**src/logic/fpc_pkg.sv**
```systemverilog
// shared constants for the fan pwm speed controller
package fpc_pkg;
  // clock and pwm timing
  localparam int unsigned CLK_HZ          = 250000000;
  localparam int unsigned PWM_HZ          = 30;
  // duty code resolution: 8-bit code, 0 = 0 % duty, 255 = 100 % duty
  localparam int unsigned DUTY_W          = 8;
  localparam logic [7:0]  DUTY_FULL       = 8'hff;
  localparam logic [7:0]  DUTY_ZERO       = 8'h00;
  // ticks of the duty counter per pwm period (code steps)
  localparam int unsigned STEPS_PER_PWM   = 255;
  // clock cycles per duty step, rounded down so the period never runs long
  localparam int unsigned STEP_CYCLES     = CLK_HZ / (PWM_HZ * STEPS_PER_PWM);
  localparam int unsigned PRE_W           = 16;
  // start-up interval in pwm cycles
  localparam int unsigned STARTUP_PWM     = 32;
  localparam int unsigned START_W         = 6;
  // reset value of the start-up count
  localparam logic [5:0]  START_RST       = 6'h00;
endpackage

```
**src/logic/fpc_tick_gen.sv**
```systemverilog
// divider that turns clk into a one-cycle step enable and a period-start pulse
`timescale 1ns/10ps
module fpc_tick_gen #(
  parameter int unsigned STEP_CYCLES = fpc_pkg::STEP_CYCLES
) (
  input  wire logic       clk,
  input  wire logic       rst_n,
  input  wire logic       clr,
  output logic            step_en,
  output logic [7:0]      phase,
  output logic            period_start
);

  typedef struct packed {
    logic [15:0] pre;
    logic [7:0]  phase;
  } fpc_tick_s;

  fpc_tick_s st_reg;
  fpc_tick_s st_next;
  logic      step_hit;

  assign step_hit = (st_reg.pre == 16'(STEP_CYCLES - 1));

  always_comb begin
    st_next = st_reg;
    if (clr) begin
      st_next.pre   = 16'h0000;
      st_next.phase = 8'h00;
    end else if (step_hit) begin
      st_next.pre = 16'h0000;
      // ramp runs 0..254, wrap marks the next pwm period
      st_next.phase = (st_reg.phase == 8'hfe) ? 8'h00 : st_reg.phase + 8'h01;
    end else begin
      st_next.pre = st_reg.pre + 16'h0001;
    end
  end

  always_ff @(posedge clk or negedge rst_n) begin
    if (!rst_n) begin
      st_reg <= '0;
    end else begin
      st_reg <= st_next;
    end
  end

  assign step_en      = step_hit & ~clr;
  assign phase        = st_reg.phase;
  assign period_start = step_hit & ~clr & (st_reg.phase == 8'hfe);

endmodule

```
**src/logic/fpc_sync.sv**
```systemverilog
// two-flop synchroniser for one comparator level
`timescale 1ns/10ps
module fpc_sync #(
  parameter logic RST_VAL = 1'b0
) (
  input  wire logic clk,
  input  wire logic rst_n,
  input  wire logic din,
  output logic      dout
);

  typedef struct packed {
    logic s1;
    logic s2;
  } fpc_sync_s;

  fpc_sync_s st_reg;
  fpc_sync_s st_next;

  always_comb begin
    st_next    = st_reg;
    st_next.s1 = din;
    st_next.s2 = st_reg.s1;
  end

  always_ff @(posedge clk or negedge rst_n) begin
    if (!rst_n) begin
      st_reg <= {RST_VAL, RST_VAL};
    end else begin
      st_reg <= st_next;
    end
  end

  assign dout = st_reg.s2;

endmodule

```
**src/logic/fpc_fan_pwm.sv**
```systemverilog
// fan pwm speed controller: start-up timer, proportional drive, auto-shutdown, flag
// Functional notes
// - pwm period from divider, nominal 30 hz
// - duty code maps linearly to 0..100 % duty
// - full drive for 32 pwm cycles after off
// - start-up at power-up, shutdown exit, auto-shutdown exit
// - start-up timer counts pwm cycles only
// - flag low while sense above full-drive level
// - flag does not latch, follows comparator
// - sense below threshold enters auto-shutdown, drive off
// - leave auto-shutdown above threshold plus hysteresis
// - shutdown input stops all, flag inactive
// - shutdown resets all internal state
// - release from shutdown runs start-up interval
// - no release above hysteresis: stay auto-shutdown
// - shutdown overrides everything, drive stays off
// - drive output is active high
// - start-up flows straight into proportional control
// - duty resampled once every pwm cycle
// - shutdown or auto-shutdown: zero duty, flag off
`timescale 1ns/10ps
module fpc_fan_pwm #(
  parameter int unsigned STEP_CYCLES = fpc_pkg::STEP_CYCLES
) (
  input  wire logic       clk,
  input  wire logic       rst_n,
  input  wire logic       shutdown_low,
  input  wire logic       release_high,
  input  wire logic       below_autoshutdown,
  input  wire logic       above_as_hyst,
  input  wire logic       above_overtemp,
  input  wire logic [7:0] temp_sense_level,
  output logic            fan_drive_output,
  output logic            overtemp_flag_n,
  output logic            in_startup,
  output logic            in_autoshutdown,
  output logic            in_shutdown
);

  ////////////////////////////////////////////////////////////////////////////
  // reset release and input synchronisers

  logic [1:0] rst_pipe_reg;
  logic       rst_sync_n;

  always_ff @(posedge clk or negedge rst_n) begin
    if (!rst_n) begin
      rst_pipe_reg <= 2'h0;
    end else begin
      rst_pipe_reg <= {rst_pipe_reg[0], 1'b1};
    end
  end
  assign rst_sync_n = rst_pipe_reg[1];

  logic shdn_s;
  logic rel_s;
  logic below_as_s;
  logic above_hys_s;
  logic above_ot_s;

  // comparators enter as single-bit levels, each through its own synchroniser
  fpc_sync #(.RST_VAL(1'b1)) u_sync_shdn (
    .clk   (clk),
    .rst_n (rst_sync_n),
    .din   (shutdown_low),
    .dout  (shdn_s)
  );
  fpc_sync #(.RST_VAL(1'b0)) u_sync_rel (
    .clk   (clk),
    .rst_n (rst_sync_n),
    .din   (release_high),
    .dout  (rel_s)
  );
  fpc_sync #(.RST_VAL(1'b1)) u_sync_as (
    .clk   (clk),
    .rst_n (rst_sync_n),
    .din   (below_autoshutdown),
    .dout  (below_as_s)
  );
  fpc_sync #(.RST_VAL(1'b0)) u_sync_hys (
    .clk   (clk),
    .rst_n (rst_sync_n),
    .din   (above_as_hyst),
    .dout  (above_hys_s)
  );
  fpc_sync #(.RST_VAL(1'b0)) u_sync_ot (
    .clk   (clk),
    .rst_n (rst_sync_n),
    .din   (above_overtemp),
    .dout  (above_ot_s)
  );

  ////////////////////////////////////////////////////////////////////////////
  // state

  typedef enum logic [3:0] {
    FPC_SHDN  = 4'h1,
    FPC_ASHDN = 4'h2,
    FPC_START = 4'h4,
    FPC_RUN   = 4'h8
  } fpc_mode_e;

  typedef struct packed {
    fpc_mode_e  mode;
    logic [5:0] start_cnt;
    logic [7:0] duty;
    logic       drive;
    logic       flag_n;
  } fpc_state_s;

  fpc_state_s st_reg;
  fpc_state_s st_next;

  logic       tick_clr;
  logic       step_en;
  logic [7:0] phase;
  logic       period_start;

  // ramp restarts with each start-up, so interval is whole pwm cycles
  assign tick_clr = (st_reg.mode == FPC_SHDN) || (st_reg.mode == FPC_ASHDN);

  fpc_tick_gen #(.STEP_CYCLES(STEP_CYCLES)) u_tick (
    .clk          (clk),
    .rst_n        (rst_sync_n),
    .clr          (tick_clr),
    .step_en      (step_en),
    .phase        (phase),
    .period_start (period_start)
  );

  ////////////////////////////////////////////////////////////////////////////
  // next state

  always_comb begin
    st_next = st_reg;
    case (st_reg.mode)
      FPC_SHDN: begin
        st_next.start_cnt = fpc_pkg::START_RST;
        st_next.duty      = fpc_pkg::DUTY_ZERO;
        if (!shdn_s && rel_s) begin
          // release only restarts the fan above the hysteresis level
          if (above_hys_s) begin
            st_next.mode = FPC_START;
          end else begin
            st_next.mode = FPC_ASHDN;
          end
        end
      end
      FPC_ASHDN: begin
        st_next.start_cnt = fpc_pkg::START_RST;
        st_next.duty      = fpc_pkg::DUTY_ZERO;
        if (above_hys_s) begin
          st_next.mode = FPC_START;
        end
      end
      FPC_START: begin
        if (period_start) begin
          if (st_reg.start_cnt == 6'(fpc_pkg::STARTUP_PWM - 1)) begin
            st_next.mode  = FPC_RUN;
            st_next.duty  = temp_sense_level;
          end else begin
            st_next.start_cnt = st_reg.start_cnt + 6'h01;
          end
        end
      end
      FPC_RUN: begin
        if (period_start) begin
          st_next.duty = temp_sense_level;
        end
      end
      default: begin
        st_next.mode = FPC_SHDN;
      end
    endcase

    // auto-shutdown from start-up or run; threshold tied low never fires
    if ((st_reg.mode == FPC_START || st_reg.mode == FPC_RUN) && below_as_s) begin
      st_next.mode      = FPC_ASHDN;
      st_next.start_cnt = fpc_pkg::START_RST;
      st_next.duty      = fpc_pkg::DUTY_ZERO;
    end
    // shutdown beats every other condition
    if (shdn_s) begin
      st_next.mode      = FPC_SHDN;
      st_next.start_cnt = fpc_pkg::START_RST;
      st_next.duty      = fpc_pkg::DUTY_ZERO;
    end

    // output decode uses the next mode so outputs drop in the entry cycle
    case (st_next.mode)
      FPC_START: begin
        st_next.drive  = 1'b1;
        st_next.flag_n = ~above_ot_s;
      end
      FPC_RUN: begin
        // 0xff is full on; compare against ramp 0..254
        st_next.drive  = (st_next.duty > phase);
        st_next.flag_n = ~above_ot_s;
      end
      default: begin
        st_next.drive  = 1'b0;
        st_next.flag_n = 1'b1;
      end
    endcase
  end

  // power-up starts in shutdown; released sense then runs start-up
  always_ff @(posedge clk or negedge rst_sync_n) begin
    if (!rst_sync_n) begin
      st_reg.mode      <= FPC_SHDN;
      st_reg.start_cnt <= 6'h00;
      st_reg.duty      <= 8'h00;
      st_reg.drive     <= 1'b0;
      st_reg.flag_n    <= 1'b1;
    end else begin
      st_reg <= st_next;
    end
  end

  ////////////////////////////////////////////////////////////////////////////
  // outputs

  assign fan_drive_output = st_reg.drive;
  assign overtemp_flag_n  = st_reg.flag_n;
  assign in_startup       = (st_reg.mode == FPC_START);
  assign in_autoshutdown  = (st_reg.mode == FPC_ASHDN);
  assign in_shutdown      = (st_reg.mode == FPC_SHDN);

  ////////////////////////////////////////////////////////////////////////////
  // checks

  chk_shdn_drive_off: assert property (
    @(posedge clk) disable iff (!rst_sync_n)
    shdn_s |=> !fan_drive_output && overtemp_flag_n)
    else $error("drive or flag active one cycle after shutdown");

  chk_shdn_flag_off: assert property (
    @(posedge clk) disable iff (!rst_sync_n)
    in_shutdown |-> overtemp_flag_n)
    else $error("flag asserted during shutdown");

  chk_ashdn_entry: assert property (
    @(posedge clk) disable iff (!rst_sync_n)
    (in_startup || st_reg.mode == FPC_RUN) && below_as_s && !shdn_s
      |=> in_autoshutdown && !fan_drive_output)
    else $error("auto-shutdown not entered");

  chk_ashdn_exit: assert property (
    @(posedge clk) disable iff (!rst_sync_n)
    in_autoshutdown && !shdn_s && $past(in_autoshutdown) ##0 !above_hys_s
      |=> in_autoshutdown)
    else $error("left auto-shutdown below hysteresis");

  chk_release_hold: assert property (
    @(posedge clk) disable iff (!rst_sync_n)
    in_shutdown && !shdn_s && rel_s && !above_hys_s |=> in_autoshutdown)
    else $error("release below hysteresis did not hold auto-shutdown");

  chk_release_start: assert property (
    @(posedge clk) disable iff (!rst_sync_n)
    in_shutdown && !shdn_s && rel_s && above_hys_s |=> in_startup && fan_drive_output)
    else $error("release did not start the fan");

  chk_startup_on: assert property (
    @(posedge clk) disable iff (!rst_sync_n)
    in_startup |-> fan_drive_output)
    else $error("drive low during start-up");

  chk_startup_count: assert property (
    @(posedge clk) disable iff (!rst_sync_n)
    in_startup && period_start && st_reg.start_cnt != 6'h1f && !shdn_s && !below_as_s
      |=> in_startup && st_reg.start_cnt == $past(st_reg.start_cnt) + 6'h01)
    else $error("start-up count did not advance per pwm cycle");

  chk_startup_end: assert property (
    @(posedge clk) disable iff (!rst_sync_n)
    in_startup && period_start && st_reg.start_cnt == 6'h1f && !shdn_s && !below_as_s
      |=> st_reg.mode == FPC_RUN)
    else $error("start-up did not hand over to run");

  chk_flag_follow: assert property (
    @(posedge clk) disable iff (!rst_sync_n)
    st_reg.mode == FPC_RUN && $past(st_reg.mode == FPC_RUN) ##0 !shdn_s && !below_as_s
      |=> overtemp_flag_n == !$past(above_ot_s))
    else $error("flag does not follow over-temperature level");

  chk_duty_hold: assert property (
    @(posedge clk) disable iff (!rst_sync_n)
    st_reg.mode == FPC_RUN && !period_start && !shdn_s && !below_as_s
      |=> $stable(st_reg.duty))
    else $error("duty changed mid pwm cycle");

  chk_pwm_wrap: assert property (
    @(posedge clk) disable iff (!rst_sync_n)
    period_start |=> phase == 8'h00)
    else $error("ramp did not wrap at period end");

  chk_ramp_restart: assert property (
    @(posedge clk) disable iff (!rst_sync_n)
    tick_clr |=> phase == 8'h00 && !period_start)
    else $error("ramp not held at start while fan is off");

  chk_start_cnt_clr: assert property (
    @(posedge clk) disable iff (!rst_sync_n)
    $rose(in_startup) |-> st_reg.start_cnt == fpc_pkg::START_RST)
    else $error("start-up entered with a stale count");

  chk_shdn_clear: assert property (
    @(posedge clk) disable iff (!rst_sync_n)
    in_shutdown |-> st_reg.start_cnt == fpc_pkg::START_RST
      && st_reg.duty == fpc_pkg::DUTY_ZERO)
    else $error("internal state not cleared in shutdown");

  chk_ashdn_quiet: assert property (
    @(posedge clk) disable iff (!rst_sync_n)
    in_autoshutdown |-> !fan_drive_output && overtemp_flag_n
      && st_reg.duty == fpc_pkg::DUTY_ZERO)
    else $error("drive, flag or duty active in auto-shutdown");

  chk_run_sample: assert property (
    @(posedge clk) disable iff (!rst_sync_n)
    st_reg.mode == FPC_RUN && period_start && !shdn_s && !below_as_s
      |=> st_reg.duty == $past(temp_sense_level))
    else $error("duty not resampled at period start");

  chk_full_duty: assert property (
    @(posedge clk) disable iff (!rst_sync_n)
    st_reg.mode == FPC_RUN && st_reg.duty == fpc_pkg::DUTY_FULL && !period_start
      && !shdn_s && !below_as_s |=> fan_drive_output)
    else $error("full duty code did not hold drive on");

  chk_zero_duty: assert property (
    @(posedge clk) disable iff (!rst_sync_n)
    st_reg.mode == FPC_RUN && st_reg.duty == fpc_pkg::DUTY_ZERO && !period_start
      && !shdn_s && !below_as_s |=> !fan_drive_output)
    else $error("zero duty code drove the fan");

  chk_pwm_compare: assert property (
    @(posedge clk) disable iff (!rst_sync_n)
    st_reg.mode == FPC_RUN && !period_start && !shdn_s && !below_as_s
      |=> fan_drive_output == ($past(st_reg.duty) > $past(phase)))
    else $error("drive does not follow duty against ramp");

  chk_startup_flag: assert property (
    @(posedge clk) disable iff (!rst_sync_n)
    in_startup && !shdn_s && !below_as_s
      |=> overtemp_flag_n == !$past(above_ot_s))
    else $error("flag does not follow over-temperature in start-up");

  chk_drive_modes: assert property (
    @(posedge clk) disable iff (!rst_sync_n)
    fan_drive_output |-> in_startup || st_reg.mode == FPC_RUN)
    else $error("drive high outside start-up and run");

endmodule

```
**config.mk**
```make
export PLATFORM = sky130hd
export DESIGN_NAME = fpc_fan_pwm
export DESIGN_NICKNAME = d
export VERILOG_FILES = /design/src/logic/fpc_pkg.sv /design/src/logic/fpc_tick_gen.sv /design/src/logic/fpc_sync.sv /design/src/logic/fpc_fan_pwm.sv
export SDC_FILE = /design/constraint.sdc
export NUM_CORES = 1
export LEC_CHECK = 0
export BUFFER_PORTS_ARGS = -buffer_cell sky130_fd_sc_hd__buf_2
export CORE_MARGIN = 5
export CORE_UTILIZATION = 40
export CTS_BUF_LIST = sky130_fd_sc_hd__clkbuf_16
export DETAILED_ROUTE_END_ITERATION = 16
export GPL_TIMING_DRIVEN = 0
export PLACE_DENSITY = 0.58
export SETUP_SLACK_MARGIN = 0.05
export SYNTH_ARGS = -nofsm -noshare
export SYNTH_HDL_FRONTEND = slang
export SYNTH_HIERARCHICAL = 1
export SYNTH_SLANG_ARGS = --single-unit
```
**constraint.sdc**
```tcl
create_clock -name clk -period 2.17 [get_ports clk]
set_input_delay 0.434 -clock clk [delete_from_list [all_inputs] [get_ports clk]]
set_output_delay 0.434 -clock clk [all_outputs]
set_load 0.02 [all_outputs]
```
# Yosys cells after proc, flatten, opt, wreduce, memory -nomap -nowiden
# Cells that the tools add are included.
# word_totals
regBits	56
input_bits	15
out_inout_bits	5
word_cells	64
# classes
add_sub_neg	3
order_cmp	1
eq_ne	11
muxes	18
bitwise_logic	4
reduce_logical	9
# op_table
operator	count
18-bit two-way mux	3
8-bit two-way mux	4
24-bit two-way mux	1
8-bit case mux with 3 select lines	1
16-bit by 1-bit adder with 16-bit output, second input constant	1
16-bit by 15-bit equality test with 1-bit output, second input constant	1
16-bit two-way mux	1
4-bit case mux with 4 select lines	1
4-bit two-way mux	3
6-bit case mux with 2 select lines	1
8-bit by 1-bit adder with 8-bit output, second input constant	1
4-bit by 3-bit equality test with 1-bit output, second input constant	2
4-bit equality test, second input constant	2
8-bit equality test, second input constant	1
8-bit greater-than comparator	1
6-bit by 1-bit adder with 6-bit output, second input constant	1
6-bit by 5-bit equality test with 1-bit output, second input constant	1
6-bit two-way mux	1
4-bit by 1-bit equality test with 1-bit output, second input constant	1
4-bit by 2-bit equality test with 1-bit output, second input constant	1
4-bit by 1-bit inequality test with 1-bit output, second input constant	1
4-bit by 2-bit inequality test with 1-bit output, second input constant	1
2-bit case mux with 2 select lines	1
4-bit nonzero test	1
9 further kinds	13

# Depth between registers and ports, before layout
# Gate-level depths: netlist of run 1.
# depth
word_depth	11
depth_mapped	16
depth_no_buf	15

# Hierarchy
# The synthesis of run 1 kept the hierarchy.
# by_module_without_submodules
mod	instances	cells_per_inst	area_each_um2	seq_area_each_um2
fpc_tick_gen	1	152	1406.3	600.6
fpc_fan_pwm	1	131	1340.0	553.0
fpc_sync (u_sync_hys ...)	3	2	50.0	50.0
fpc_sync (u_sync_as ...)	2	2	52.6	52.6

# Worst setup path before layout of run 1
# OpenSTA, ideal clock, no wires.
# synth_timing
path_type	reg-to-reg
from	register st_reg[16] (netlist name)
to	register st_reg (netlist bit fan_drive_output)
arrival_time_ns	3.522
t_required_ns	2.044
path_slack_ns	-1.478
stages_incl_launch_ff	15
path_buffers	2
period_less_slack_ns	3.648
cell_sequence	dfstp_2 clkbuf_4 nor4b_2 or2_4 clkbuf_1 nor3_1 a311o_1 a31oi_2 a22o_1 ha_1 nor2b_1 o211ai_1 a21oi_1 a211oi_1 o21bai_1
# synth_lines
item	line	source
end signal: assignment	fpc_fan_pwm.sv:216	st_reg <= st_next;
end: declaration	fpc_fan_pwm.sv:111	fpc_state_s st_reg;

==> key figures, run 1 <==
Die
  • Die area: 9330 sq um
  • Ports: 20
  • Placeable Area: between 7000 and 8000 sq um
  • Initial Util: 0.411
  • Die width: approximately 97 um
  • Rows: 31
  • Vert. Die Dim: 96.6 um

Cells and area
  • Non-filler instance count after layout: roughly 440
  • Layout Nets: between 300 and 400
  • Layout area overhead: 24.2%
  • Design area: about 3700 sq um
  • Proportion of layout cells with a drive suffix above 1: 0.312
  • Reg area: 1410 sq um
  • Multi-input gate area: between 1500 and 2000 sq um
  • Fillers: 690
  • Diodes inserted: 0
  • Max reg flops: 18

CTS
  • Clock tree sinks: 56
  • Clock Path Buffers: 2
  • Clk_lat worst skew: 300 ps
  • Root Buffer: clkbuf_16
  • CTS buffer count: 5
  • Clk slew on worst S/H paths: 80 ps
  • H-tree depth: 2
  • TritonCTS clock tree: built

STA
  • Tmin final: between 3000 and 4000 ps
  • Fmax: approximately 0.33 GHz
  • Setup violators final: 13
  • Final WS setup: -891 ps
  • Final Hold Vio Count: 0
  • Slew Limit Fails: 0
  • Tightest Pin Transition: 839 ps
  • Fin crit share: 1.41
  • RSZ-0062 raised after global routing: true
  • Slew headroom: 0.435
  • Clk_skew: 11.6 ps

Global route
  • Initial antenna violation count: 0
  • Largest net degree at the start of global routing: 35
  • First-pass GRT wire length: 9.98 mm
  • Congestion Overflow GR: 0
  • Vias in the first global route: 2169
  • Gr usage total: 0.137

Worst setup path
  • Flop2flop setup slack: -890 ps
  • Arr. time, crit path: approximately 3300 ps
  • R2R depth: 14
  • Critical setup path kind: reg -> reg
  • Worst Path Required: 2360 ps
  • CP endpoint kind: register
  • CP Launch Type: register
  • CP max FO: 7
  • FF-to-FF End: fan_drive_output$_DFF_PN0_
  • Worst r2r src: st_reg[16]$_DFF_PN1_

Logic synthesis
  • Synth warn: 6
  • Syn_area_per_cell: 10.3 sq um
  • Syn Inst Count: slightly below 300
  • Netlist Area Pre-Place: ~3000 sq um
  • Syn Nets: 320

Power
  • Leakage power: between 1.5 and 2 nW
  • PnR Total Power: roughly 2.1 mW
  • Pwr/cell area: ~560 nW/um^2
  • VDD IR-drop max: between 0.3 and 0.4 mV

Drt
  • Vias: about 2.3k
  • Post-route DRC violation count: 0
  • DRC marker count from the first detailed-route iteration: 67
  • Vias per cell: 5.15
  • Final antenna-violating net count: 0
  • DRT Pass-1 Iters: 4
  • Drt total wl: just over 6 mm
  • Wire length per cell: between 10 and 15 um

Place
  • DP Area: 3300 sq um
  • RD Place Congestion: ~0.82
  • DP HPWL: about 4 mm
  • Port bufs: 19
  • Post-place setup slack: -1320 ps
  • Placed Cells incl. Taps: 411

Job
  • Max Cap Viol: 0

Status
  • Failing checks: negative setup slack
  • Outcome: finished, violations left

Worst hold path
  • Hold WC Path Type: reg -> async
stage by stage:
step / TNS (ps) / hold WS, ps / utilization
after global placement: -14640 / 219 / 0.450
after CTS: -3530 / 225 / 0.502
after global routing: -4320 / 214 / 0.510
after detailed placement: -5500 / 224 / 0.453
after floorplan: -1400 / 138 / -
final: -2280 / 220 / 0.510
critical path, stage by stage (launching register included):
cell	delay [ps]
dfstp_2	590
nor4b_4	60
or2_4	270
clkbuf_16	150
nor3_4	270
nand2_1	110
o21ai_2	170
a31oi_4	150
a22o_1	250
ha_1	280
nor2b_1	130
o211ai_1	190
a21oi_2	100
a211oi_2	150
o21bai_1	80
per-layer routing:
layer  vias up  global-route usage  part of all wire
li1       1133                   -                 -
met1      1063               0.166              0.45
met5         -                   0                 0
met3        15              0.0318             0.042
met4         0              0.0584             0.025
met2        49               0.233              0.49
area by class of cell:
cell class	instances	share of cell area
clock buffer	5	0.0336
inverter	18	0.0182
buffer	17	0.0376
timing repair buffer	41	0.0770
sequential	56	0.379
clock inverter	3	0.00672
multi-input combinational	200	0.414
tap	99	0.0333
report_power, final:
| group | switching [mW] | internal [mW] |
|---|---|---|
| registers | 0.0200 | 1.07 |
| logic | 0.0925 | 0.0749 |
| clock network | 0.381 | 0.437 |
| total | 0.493 | 1.58 |
layout by cell type (no fill, tap or decap), types with 4 or more instances in the layout:
master / instances
a21oi_1: 16
a22o_1: 8
and2_1: 4
buf_2: 20
buf_4: 27
buf_6: 5
clkbuf_16: 6
dfrtp_1: 47
dfstp_2: 6
ha_1: 12
inv_1: 17
nand2_1: 17
nand2b_1: 4
nand3_1: 9
nand4_1: 9
nor2_1: 19
nor3_1: 5
o21ai_0: 10
or3_1: 6
xnor2_1: 11
xor2_1: 5
worst max-delay path by stage:
stage / start / end / slack, ps / depth (start not counted)
floorplan: st_reg[16]$_DFF_PN1_ / fan_drive_output$_DFF_PN0_ / -970 / 14
global placement: u_tick/st_reg[8]$_DFF_PN0_ / fan_drive_output$_DFF_PN0_ / -1240 / 15
detailed placement: u_tick/st_reg[8]$_DFF_PN0_ / fan_drive_output$_DFF_PN0_ / -1320 / 15
CTS: st_reg[16]$_DFF_PN1_ / fan_drive_output$_DFF_PN0_ / -990 / 15
global route: u_tick/st_reg[8]$_DFF_PN0_ / fan_drive_output$_DFF_PN0_ / -1110 / 16
finish: st_reg[16]$_DFF_PN1_ / fan_drive_output$_DFF_PN0_ / -890 / 14
timing repair:
item	CTS	global route
setup buffers	17	3
endpoints found under the hold margin	2	0
pin swaps	21	16
resized for setup	15	18
cloned	0	0
endpoints found under the setup margin	18	19
hold buffers	1	0
(Power assumes the default switching activity.)
==> run 2: changes to the inputs <==
--- a/config.mk
+++ b/config.mk
@@ -11,7 +11,7 @@
 export CTS_BUF_LIST = sky130_fd_sc_hd__clkbuf_16
 export DETAILED_ROUTE_END_ITERATION = 16
 export GPL_TIMING_DRIVEN = 0
-export PLACE_DENSITY = 0.58
+export PLACE_DENSITY_LB_ADDON = 0.08
 export SETUP_SLACK_MARGIN = 0.05
 export SYNTH_ARGS = -nofsm -noshare
 export SYNTH_HDL_FRONTEND = slang
==> key figures, run 2 (same netlist as run 1, synthesis figures left out) <==
Status
  • Outcome: finished, violations left
  • Failing checks: negative setup slack

CTS
  • H-tree depth: 2 (unchanged)
  • Clk slew on worst S/H paths: 70 ps (about the same)
  • Root Buffer: clkbuf_16
  • TritonCTS clock tree: built
  • CTS buffer count: 5 (unchanged)
  • Clock Path Buffers: 2 (unchanged)
  • Clock tree sinks: 56 (unchanged)
  • Clk_lat worst skew: 290 ps (about the same)

Power
  • Leakage power: 1.61 nW (+3.4%)
  • Pwr/cell area: 543 nW/um^2 (-2.4%)
  • VDD IR-drop max: 0.293 mV (-13%)

Cells and area
  • Diodes inserted: 0 (unchanged)
  • Max reg flops: 18 (unchanged)
  • Commonest non-fill, non-tap cell in the layout: dfrtp_1
  • Fillers: 691 (+0.14%)
  • Proportion of layout cells with a drive suffix above 1: 0.325 (+0.0129)
  • Design area: 3770 sq um (+1.3%)
  • Layout Nets: 375 (+2.2%)
  • Commonest cells after routing, fill and taps aside: dfrtp_1, buf_4, buf_2
  • Final design utilization: 0.517 (+0.00652)
  • Non-filler instance count after layout: 447 (+1.8%)
  • Layout area overhead: 25.8%

Worst setup path
  • CP endpoint kind: register
  • CP Launch Type: register
  • CP max FO: 5 (-2)
  • Arr. time, crit path: 3270 ps (+20 ps)
  • Critical setup path kind: reg -> reg
  • Worst Path Required: 2340 ps (-20 ps)

STA
  • Setup violators final: 8 (-5)
  • Tightest Pin Transition: 624 ps (-215 ps)
  • Tmin final: 3100 ps (+37.1 ps)
  • Slew Limit Fails: 0 (unchanged)
  • Final WS setup: -928 ps (-37.1 ps)
  • RSZ-0062 raised after global routing: true
  • Final Hold Vio Count: 0 (unchanged)
  • Clk_skew: 9.85 ps (-1.76 ps)
  • Fin crit share: 1.43 (+0.0171)
  • Slew headroom: 0.584 (+0.148)
  • Worst hold slack: 239 ps (+19.1 ps)
  • Fmax: 0.323 GHz (-1.2%)

Die
  • Rows: 31 (unchanged)
  • Die width: 96.6 um (unchanged)
  • Placeable Area: 7290 sq um (unchanged)
  • Vert. Die Dim: 96.6 um (unchanged)
  • Ports: 20 (unchanged)
  • Die area: 9330 sq um (unchanged)
  • Initial Util: 0.411 (unchanged)

Place
  • Port bufs: 19 (unchanged)
  • DP HPWL: 4.17 mm (+2.5%)
  • RD Place Congestion: 0.799 (-2.2%)
  • DP Area: 3300 sq um (unchanged)
  • Placed Cells incl. Taps: 411 (unchanged)

Drt
  • Wire length per cell: 13.6 um (-0.93%)
  • Drt total wl: 6.10 mm (+0.88%)
  • DRT Pass-1 Iters: 4 (unchanged)
  • Final antenna-violating net count: 0 (unchanged)
  • Vias per cell: 5.09 (-1.2%)
  • DRC marker count from the first detailed-route iteration: 75 (+12%)
  • Post-route DRC violation count: 0 (unchanged)
  • Vias: 2273 (+0.58%)

Global route
  • Largest net degree at the start of global routing: 29 (-17%)
  • Vias in the first global route: 2267 (+4.5%)
  • Initial antenna violation count: 0 (unchanged)
  • Congestion Overflow GR: 0 (unchanged)
  • First-pass GRT wire length: 10.2 mm (+2.0%)
  • Gr usage total: 0.138 (+0.00169)

Job
  • Max Cap Viol: 0 (unchanged)

Worst hold path
  • Hold WC Path Type: in -> reg
==> run 2: cell count changes in the layout (fill, tap and decap cells not counted), sizes merged <==
cell    before  now
buf         53   62
clkbuf       9    8
clkinv       0    1
inv         20   19
==> run 2: power by group <==
| group | total [mW] | internal, mW | switching, mW |
|---|---|---|---|
| Sequential | 1.09 | 1.07 | 0.0223 |
| Combinational | 0.174 | 0.0820 | 0.0923 |
| Clock | 0.783 | 0.421 | 0.363 |
==> run 2: cell type report <==
| class | instances | area, sq um | area share |
|---|---|---|---|
| multi-input cells | 200 | 1540 | 0.408 |
| flip-flops and latches | 56 | 1410 | 0.375 |
| repair buffers | 51 | 362 | 0.0959 |
| clock buffers | 5 | 125 | 0.0332 |
| plain buffers | 15 | 125 | 0.0332 |
| well taps | 99 | 124 | 0.0329 |
| inverters | 18 | 67.6 | 0.0179 |
| clock inverters | 3 | 15.0 | 0.00398 |
==> run 2: through the flow <==
stage	setup slack [ps]	power, mW	TNS, ps
final	-928	2.05	-1440
after global routing	-1120	2.13	-3060
after floorplan	-974	1.19	-1400
after CTS	-988	2.06	-3420
after detailed placement	-1250	1.24	-5390
after global placement	-1260	1.24	-16150
==> run 2: path summary, 6_finish.rpt <==
kind,start,endpoint,slack (ps),depth (start not counted)
setup / recovery,st_reg[16]$_DFF_PN1_,fan_drive_output$_DFF_PN0_,-930,13
hold / removal,below_autoshutdown,u_sync_as/st_next[0]$_DFF_PN1_,240,1
setup reg to reg,st_reg[16]$_DFF_PN1_,fan_drive_output$_DFF_PN0_,-930,13
hold reg to reg,rst_pipe_reg[1]$_DFF_PN0_,u_tick/st_reg[14]$_DFF_PN0_,290,0
max in group asynchronous,rst_pipe_reg[1]$_DFF_PN0_,overtemp_flag_n$_DFF_PN1_,1240,1
min in group asynchronous,rst_pipe_reg[1]$_DFF_PN0_,u_tick/st_reg[14]$_DFF_PN0_,290,0
==> run 2: layer usage <==
metal / global-route usage / wire (um) / share of wire
met5: 0 / 0 / 0
met4: 0.0491 / 77 / 0.013
met3: 0.0217 / 156 / 0.026
met2: 0.243 / 3070 / 0.50
met1: 0.172 / 2790 / 0.46
==> run 2: what timing repair did <==
item	in CTS	in global routing
setup buffers	19	11
setup endpoints to repair	18	19
hold buffers	1	0
pin swaps	20	19
resized for setup	12	19
hold endpoints to repair	2	0
==> run 2: critical path: stages, from the launching register on <==
cell and delay [ps]:
dfstp_2 580, nor4b_4 270, or2_4 200, clkbuf_16 130, nor3_4 40, a311o_1 350
a31oi_4 250, a22o_1 210, ha_1 250, nor2b_1 130, o211ai_1 160, a21oi_1 90
a211oi_1 210, o21bai_1 100
